$ cat src/ccie_pkg.sv
// Constants shared by the clear-instruction execution block
package ccie_pkg;
  localparam int CCIE_DATA_W = 8;
  localparam int CCIE_FADDR_W = 7;
  localparam int CCIE_INSTR_W = 14;
  localparam int CCIE_ADDR_W = 4;
  localparam int CCIE_WDT_W = 8;
  localparam int CCIE_PRE_W = 8;

  // Opcode fields, top seven bits of the instruction word; clear-watchdog is matched on the whole 14-bit word
  localparam logic [6:0] CCIE_OP_CLEAR_FILE_REGISTER_OP = 7'h03;
  localparam logic [6:0] CCIE_OP_CLEAR_WORKING_REGISTER_OP = 7'h02;
  localparam logic [13:0] CCIE_OP_CLEAR_WATCHDOG_OP = 14'h0064;
  localparam int CCIE_OP_LSB = 7;

  // Register indices on the software port
  localparam logic [3:0] CCIE_REG_CTRL = 4'h0;
  localparam logic [3:0] CCIE_REG_STATUS = 4'h1;
  localparam logic [3:0] CCIE_REG_WORK = 4'h2;
  localparam logic [3:0] CCIE_REG_WDT = 4'h3;
  localparam logic [3:0] CCIE_REG_PRE = 4'h4;

  // Field positions
  localparam int CCIE_CTRL_WDT_EN = 0;
  localparam int CCIE_ST_ZERO = 2;
  localparam int CCIE_ST_PD_N = 3;
  localparam int CCIE_ST_TO_N = 4;

  // Reset values and the default prescaler limit
  localparam logic [7:0] CCIE_ZERO = 8'h00;
  localparam logic [7:0] CCIE_CTRL_RST = 8'h00;
  localparam logic CCIE_FLAG_N_RST = 1'b1;
  localparam logic [7:0] CCIE_PRE_LIMIT_DEF = 8'hff;

  function automatic logic ccie_is_clear_file_register_op(input logic [13:0] ins);
    return ins[13:CCIE_OP_LSB] == CCIE_OP_CLEAR_FILE_REGISTER_OP;
  endfunction : ccie_is_clear_file_register_op

  function automatic logic ccie_is_clear_working_register_op(input logic [13:0] ins);
    return ins[13:CCIE_OP_LSB] == CCIE_OP_CLEAR_WORKING_REGISTER_OP;
  endfunction : ccie_is_clear_working_register_op

  function automatic logic ccie_is_clear_watchdog_op(input logic [13:0] ins);
    return ins == CCIE_OP_CLEAR_WATCHDOG_OP;
  endfunction : ccie_is_clear_watchdog_op
endpackage : ccie_pkg

$ cat src/ccie_clear_exec.sv
// Execution of the three clear instructions with watchdog and status
// Functional notes
// RQ1: Clear-file-register writes zero to the addressed register in one cycle.
// RQ2: Clear-file-register always sets the zero flag to one.
// RQ3: Clear-watchdog resets the watchdog counter to zero.
// RQ4: Clear-watchdog also zeroes the watchdog prescaler in the same cycle.
// RQ5: Clear-watchdog sets the timeout and power-down flags (active low) to one.
// RQ6: Clear-working-register zeroes W and sets the zero flag, no file access.
`timescale 1ns/100ps
module ccie_clear_exec
  import ccie_pkg::*;
#(
  parameter int DATA_W = ccie_pkg::CCIE_DATA_W,
  parameter int FADDR_W = ccie_pkg::CCIE_FADDR_W,
  parameter logic [7:0] PRE_LIMIT = ccie_pkg::CCIE_PRE_LIMIT_DEF
)
(
  input wire logic CLK,
  input wire logic RESETN,
  input wire logic INSTR_VALID,
  input wire logic [ccie_pkg::CCIE_INSTR_W-1:0] INSTR,
  input wire logic WDT_TICK,
  input wire logic [ccie_pkg::CCIE_ADDR_W-1:0] ADDR,
  input wire logic [ccie_pkg::CCIE_DATA_W-1:0] WDATA,
  input wire logic WR,
  input wire logic RD,
  output logic [ccie_pkg::CCIE_DATA_W-1:0] RDATA,
  output logic FILE_WE,
  output logic [ccie_pkg::CCIE_FADDR_W-1:0] FILE_ADDR,
  output logic [ccie_pkg::CCIE_DATA_W-1:0] FILE_WDATA,
  output logic [ccie_pkg::CCIE_DATA_W-1:0] W_OUT,
  output logic ZERO_FLAG,
  output logic TIMEOUT_FLAG_N,
  output logic POWERDOWN_FLAG_N
);
  import ccie_pkg::*;

  // The datapath is fixed at the core's eight-bit word
  generate
    if (DATA_W != CCIE_DATA_W || FADDR_W != CCIE_FADDR_W)
    begin : g_bad_width
      $error("ccie_clear_exec: unsupported width");
    end
    if (PRE_LIMIT == CCIE_ZERO)
    begin : g_bad_limit
      $error("ccie_clear_exec: prescaler limit must be nonzero");
    end
  endgenerate

  logic clear_file_register_op_op;
  logic clear_working_register_op_op;
  logic clear_watchdog_op_op;

  logic tick_s1_q;
  logic tick_s2_q;
  logic tick_s3_q;
  logic tick_evt;

  logic [7:0] ctrl_q;
  logic [7:0] ctrl_d;
  logic [7:0] work_q;
  logic [7:0] work_d;
  logic zero_q;
  logic zero_d;
  logic to_n_q;
  logic to_n_d;
  logic pd_n_q;
  logic pd_n_d;
  logic [7:0] wdt_q;
  logic [7:0] wdt_d;
  logic [7:0] pre_q;
  logic [7:0] pre_d;
  logic fwe_q;
  logic fwe_d;
  logic [6:0] fadr_q;
  logic [6:0] fadr_d;
  logic [7:0] rdata_q;
  logic [7:0] rdata_d;

  assign clear_file_register_op_op = INSTR_VALID && ccie_is_clear_file_register_op(INSTR);
  assign clear_working_register_op_op = INSTR_VALID && ccie_is_clear_working_register_op(INSTR);
  assign clear_watchdog_op_op = INSTR_VALID && ccie_is_clear_watchdog_op(INSTR);

  // Tick comes from the watchdog's own oscillator, so synchronise it
  always_ff @(posedge CLK)
  begin
    if (!RESETN)
    begin
      tick_s1_q <= 1'b0;
      tick_s2_q <= 1'b0;
      tick_s3_q <= 1'b0;
    end
    else
    begin
      tick_s1_q <= WDT_TICK;
      tick_s2_q <= tick_s1_q;
      tick_s3_q <= tick_s2_q;
    end
  end

  assign tick_evt = tick_s2_q && !tick_s3_q;

  function automatic logic [7:0] read_mux(
    input logic [3:0] a,
    input logic [7:0] c,
    input logic [7:0] st,
    input logic [7:0] w,
    input logic [7:0] t,
    input logic [7:0] p
  );
    logic [7:0] r;
    r = CCIE_ZERO;
    unique case (a)
      CCIE_REG_CTRL: r = c;
      CCIE_REG_STATUS: r = st;
      CCIE_REG_WORK: r = w;
      CCIE_REG_WDT: r = t;
      CCIE_REG_PRE: r = p;
      default: r = CCIE_ZERO;
    endcase
    return r;
  endfunction : read_mux

  logic [7:0] status_rd;

  always_comb
  begin
    status_rd = CCIE_ZERO;
    status_rd[CCIE_ST_ZERO] = zero_q;
    status_rd[CCIE_ST_PD_N] = pd_n_q;
    status_rd[CCIE_ST_TO_N] = to_n_q;
  end

  always_comb
  begin
    ctrl_d = ctrl_q;
    work_d = work_q;
    zero_d = zero_q;
    to_n_d = to_n_q;
    pd_n_d = pd_n_q;
    wdt_d = wdt_q;
    pre_d = pre_q;
    fwe_d = 1'b0;
    fadr_d = fadr_q;
    rdata_d = CCIE_ZERO;

    // Software writes first, so an instruction in the same cycle wins
    if (WR)
    begin
      unique case (ADDR)
        CCIE_REG_CTRL: ctrl_d = WDATA;
        CCIE_REG_STATUS:
        begin
          zero_d = WDATA[CCIE_ST_ZERO];
          pd_n_d = WDATA[CCIE_ST_PD_N];
          to_n_d = WDATA[CCIE_ST_TO_N];
        end
        CCIE_REG_WORK: work_d = WDATA;
        default: ;
      endcase
    end
    if (RD)
    begin
      rdata_d = read_mux(ADDR, ctrl_q, status_rd, work_q, wdt_q, pre_q);
    end

    // Watchdog runs only while enabled; expiry pulls the timeout flag low
    if (ctrl_q[CCIE_CTRL_WDT_EN] && tick_evt)
    begin
      if (pre_q == PRE_LIMIT)
      begin
        pre_d = CCIE_ZERO;
        wdt_d = wdt_q + 8'h01;
        if (wdt_q == '1)
        begin
          to_n_d = 1'b0;
        end
      end
      else
      begin
        pre_d = pre_q + 8'h01;
      end
    end

    if (clear_file_register_op_op)
    begin
      fwe_d = 1'b1; // RQ1
      fadr_d = INSTR[FADDR_W-1:0]; // RQ1
      zero_d = 1'b1; // RQ2
    end
    if (clear_working_register_op_op)
    begin
      work_d = CCIE_ZERO; // RQ6
      zero_d = 1'b1; // RQ6
    end
    if (clear_watchdog_op_op)
    begin
      wdt_d = CCIE_ZERO; // RQ3
      pre_d = CCIE_ZERO; // RQ4
      to_n_d = 1'b1; // RQ5
      pd_n_d = 1'b1; // RQ5
    end
  end

  always_ff @(posedge CLK)
  begin
    if (!RESETN)
    begin
      ctrl_q <= CCIE_CTRL_RST;
      work_q <= CCIE_ZERO;
      zero_q <= 1'b0;
      to_n_q <= CCIE_FLAG_N_RST;
      pd_n_q <= CCIE_FLAG_N_RST;
      wdt_q <= CCIE_ZERO;
      pre_q <= CCIE_ZERO;
      fwe_q <= 1'b0;
      fadr_q <= '0;
      rdata_q <= CCIE_ZERO;
    end
    else
    begin
      ctrl_q <= ctrl_d;
      work_q <= work_d;
      zero_q <= zero_d;
      to_n_q <= to_n_d;
      pd_n_q <= pd_n_d;
      wdt_q <= wdt_d;
      pre_q <= pre_d;
      fwe_q <= fwe_d;
      fadr_q <= fadr_d;
      rdata_q <= rdata_d;
    end
  end

  assign RDATA = rdata_q;
  assign FILE_WE = fwe_q;
  assign FILE_ADDR = fadr_q;
  // Cleared value is constant; no read of the file is ever needed
  assign FILE_WDATA = CCIE_ZERO;
  assign W_OUT = work_q;
  assign ZERO_FLAG = zero_q;
  assign TIMEOUT_FLAG_N = to_n_q;
  assign POWERDOWN_FLAG_N = pd_n_q;
endmodule : ccie_clear_exec

$ cat config.mk
export PLATFORM = sky130hd
export DESIGN_NAME = ccie_clear_exec
export DESIGN_NICKNAME = d
export VERILOG_FILES = /design/src/ccie_pkg.sv /design/src/ccie_clear_exec.sv
export SDC_FILE = /design/constraint.sdc
export NUM_CORES = 1
export LEC_CHECK = 0
export ABC_AREA = 1
export BUFFER_PORTS_ARGS = -buffer_cell sky130_fd_sc_hd__buf_2
export CAP_MARGIN = 15
export CORE_MARGIN = 2
export CORE_UTILIZATION = 53
export DETAILED_ROUTE_END_ITERATION = 7
export GPL_ROUTABILITY_DRIVEN = 0
export MAX_ROUTING_LAYER = met4
export PLACE_DENSITY_LB_ADDON = 0.3
export SLEW_MARGIN = 20
export SYNTH_ARGS = -nofsm -noshare
export SYNTH_HDL_FRONTEND = slang
export SYNTH_SLANG_ARGS = --single-unit
export TNS_END_PERCENT = 100
$ cat constraint.sdc
create_clock -name CLK -period 1.6 [get_ports CLK]
set_input_delay 0.16 -clock CLK [delete_from_list [all_inputs] [get_ports CLK]]
set_output_delay 0.16 -clock CLK [all_outputs]
set_load 0.05 [all_outputs]
==> run_results.csv <==
group,metric,value,unit
outcome,status,"complete, no violations",
sta,worst_slack,0.139,ns
power_and_ir_drop,powerDensity,813,mW/mm^2
clock_network,clock_sinks,54,
setup_path,end_kind,"register",
layout,area_delta_synth_final,16.7,%
global_route,grt_pass1_wl,9.93,mm
setup_path,critical_path_class,"register to register",
layout,drive_above_1_share,0.202,
run,maxCapViolations,0,
power_and_ir_drop,total_leakage_power,1.46,nW
sta,finClkSkew,0.00238,ns
drt,wirelength,6.05,mm
synthesis,synth_cell_type_count,28,
power_and_ir_drop,sw_frac_of_total,0.243,
sta,timing.setup.tns,0,ns
floorplan,placementRows,25,
floorplan,die_y,74.5,um
drt,wl_per_cell,11.7,um
power_and_ir_drop,peakVddDrop,538,uV
global_route,grt_overflow,0,
clock_network,clkTransAtPathRegs,0.09,ns
global_route,grtUsageTotal,0.239,
sta,max_freq,685,MHz
setup_path,crit_chain,"ha_2 -> nand3_2 -> nor2_4 -> nand3_4 -> nor2_4 -> nand2_1 -> nand2_1 -> nor2_1",
setup_path,cp.required,1.80,ns
global_route,antenna_found_initial,0,
worst_hold_path,hold_class,"primary input to register",
layout,fin_nets,483,
drt,ant_nets,0,
setup_path,rrSetupSlack,0.14,ns
drt,vias,2521,
synthesis,yosysWarnings,0,
synthesis,ys_ff_latch,54,
power_and_ir_drop,combinationalPowerShare,0.092,
clock_network,clk_path_buf_depth,2,
placement,place.port_buffers,58,
synthesis,syn_inst,386,
power_and_ir_drop,pwr-share-clk,0.362,
setup_path,cp_max_fo,5,
drt,drtIter0Drc,116,
sta,hold_ws,0.0333,ns
setup_path,critPathMaxStageDelay,0.40,ns
clock_network,ctsRootBufferMaster,"clkbuf_8",
sta,finalHoldViolations,0,
clock_network,insertion_delay,0.30,ns
setup_path,startpoint_type,"register",
power_and_ir_drop,power.net_switching,0.608,mW
global_route,grt_pass1_vias,2257,
floorplan,design.core.area,0.00475,mm^2
setup_path,crit_slowest_cell,"dfxtp_1",
sta,setup_violations,0,
power_and_ir_drop,seqPwrFrac,0.546,
power_and_ir_drop,p_int,1.89,mW
synthesis,yosysSeqAreaShare,0.411,
drt,drc,0,
power_and_ir_drop,power,2.50,mW
synthesis,syn_area,0.00263,mm^2
clock_network,tritoncts,"done",
layout,num-fill-cells,453,
floorplan,dieArea,0.00555,mm^2
clock_network,cts_buffers,5,
floorplan,ios,67,
global_route,grt_max_degree,16,
sta,period_needed,1.46,ns
floorplan,start_util,0.554,
clock_network,cts_hold_buf,0,
placement,place_hpwl,4.62,mm
sta,rsz0062_at_grt,"false",
layout,antenna_cells,0,
sta,slew_viol_final,0,
drt,drt_first_pass_iters,4,
clock_network,htreeDepth,2,
drt,vias_per_cell,4.88,
setup_path,arrival,1.67,ns
placement,place_ws,0.118,ns
sta,post-route-period-util,0.913,
synthesis,synth.avg_cell_area,6.82,um^2
floorplan,die_w,74.5,um
## critical path: cells and delay by family (launching register included)
family,cells,cell delay [ns]
flops,1,0.40
fa+ha+maj,1,0.24
simple gates,7,0.72
## power by group through the flow
stage / registers [mW] / clock network (mW) / logic (mW)
3_5_place_dp: 1.40 / 0 / 0.227
5_1_grt: 1.37 / 0.976 / 0.254
2_1_floorplan: 1.42 / 0 / 0.142
4_1_cts: 1.36 / 0.921 / 0.229
6_report: 1.36 / 0.904 / 0.230
3_3_place_gp: 1.40 / 0 / 0.226
## flip-flops by register name, summed over array words and instances, names as in the netlist, 7 cells and up
register   count
RDATA          8
W_OUT          8
ctrl_q         8
pre_q          8
wdt_q          8
FILE_ADDR      7
## cell type report
| class | instances | area (um^2) | share of cell area |
|---|---|---|---|
| Sequential cell | 54 | 1080 | 0.352 |
| Clock buffer | 7 | 76.3 | 0.0248 |
| Tap cell | 67 | 83.8 | 0.0273 |
| Timing Repair Buffer | 64 | 335 | 0.109 |
| Clock inverter | 1 | 30.0 | 0.00977 |
| Multi-Input combinational cell | 266 | 1240 | 0.404 |
| Inverter | 58 | 223 | 0.0725 |
## cell families after synthesis
kind of cell | share of synthesized area
AO/OA/AOI/OAI | 0.0936
XOR/XNOR | 0.0133
adder cells (fa/ha/maj) | 0.00950
buffers and inverters | 0.128
flip-flops | 0.411
other | 0.00142
AND/OR/NAND/NOR | 0.343
## worst paths after layout
| path | startpoint | end | cells past startpoint |
|---|---|---|---|
| setup / recovery | pre_q[0] | wdt_q[5] | 8 |
| hold / removal | WDT_TICK | tick_s1_q | 3 |
| setup reg to reg | pre_q[0] | wdt_q[5] | 8 |
| hold reg to reg | tick_s1_q | tick_s2_q | 2 |
## routing by layer
layer  track usage  up-vias  wire length, um
met2         0.411       64             2950
li1              -     1303                -
met5             -        -                0
met1         0.283     1146             2740
met4        0.0615        0               74
met3        0.0501        8              282
## synthesized netlist by cell type
master / instances / area [um^2]
nand2_1: 101 / 379
nor2_1: 62 / 233
dfxtp_1: 54 / 1080
inv_1: 54 / 203
nand3_1: 20 / 100
a21oi_1: 18 / 90.1
o22ai_1: 10 / 62.6
buf_4: 9 / 67.6
o21ai_0: 9 / 45.0
o21ai_1: 8 / 40.0
nand4_1: 6 / 37.5
nor2_4: 4 / 45.0
xor2_1: 4 / 35.0
buf_6: 3 / 33.8
nand2_2: 3 / 18.8
nor2_2: 3 / 18.8
nor3_1: 3 / 15.0
buf_2: 2 / 10.0
clkinv_2: 2 / 10.0
ha_1: 2 / 25.0
nand3_4: 2 / 35.0
clkbuf_1: 1 / 3.75
conb_1: 1 / 3.75
inv_2: 1 / 3.75
inv_4: 1 / 6.26
nand2_4: 1 / 11.3
nand3_2: 1 / 10.0
o21ai_2: 1 / 8.76
## metrics by stage
stage | cells | utilization | area (um^2)
after floorplan | 393 | - | 2660
after CTS | 516 | 0.644 | 3060
after global routing | 517 | 0.646 | 3070
final | 517 | 0.646 | 3070
after global placement | 508 | 0.622 | 2960
after detailed placement | 508 | 0.622 | 2960
## timing repair
action                     4_1_cts  5_1_grt
buffers inserted                 0        1
setup endpoints to repair        0        3
resized for setup                0        2
## placed cells by master (no fill, tap or decap), drive strengths merged
master	count
conb	8
inv	56
bufinv	1
clkbuf	7
a21oi	18
dfxtp	54
clkinv	2
o22ai	10
buf	64
nand4	6
xor2	4
nand3	23
nand2	105
o21ai	18
nor2	69
ha	2
nor3	3
Power figures use the tool's default switching activity.
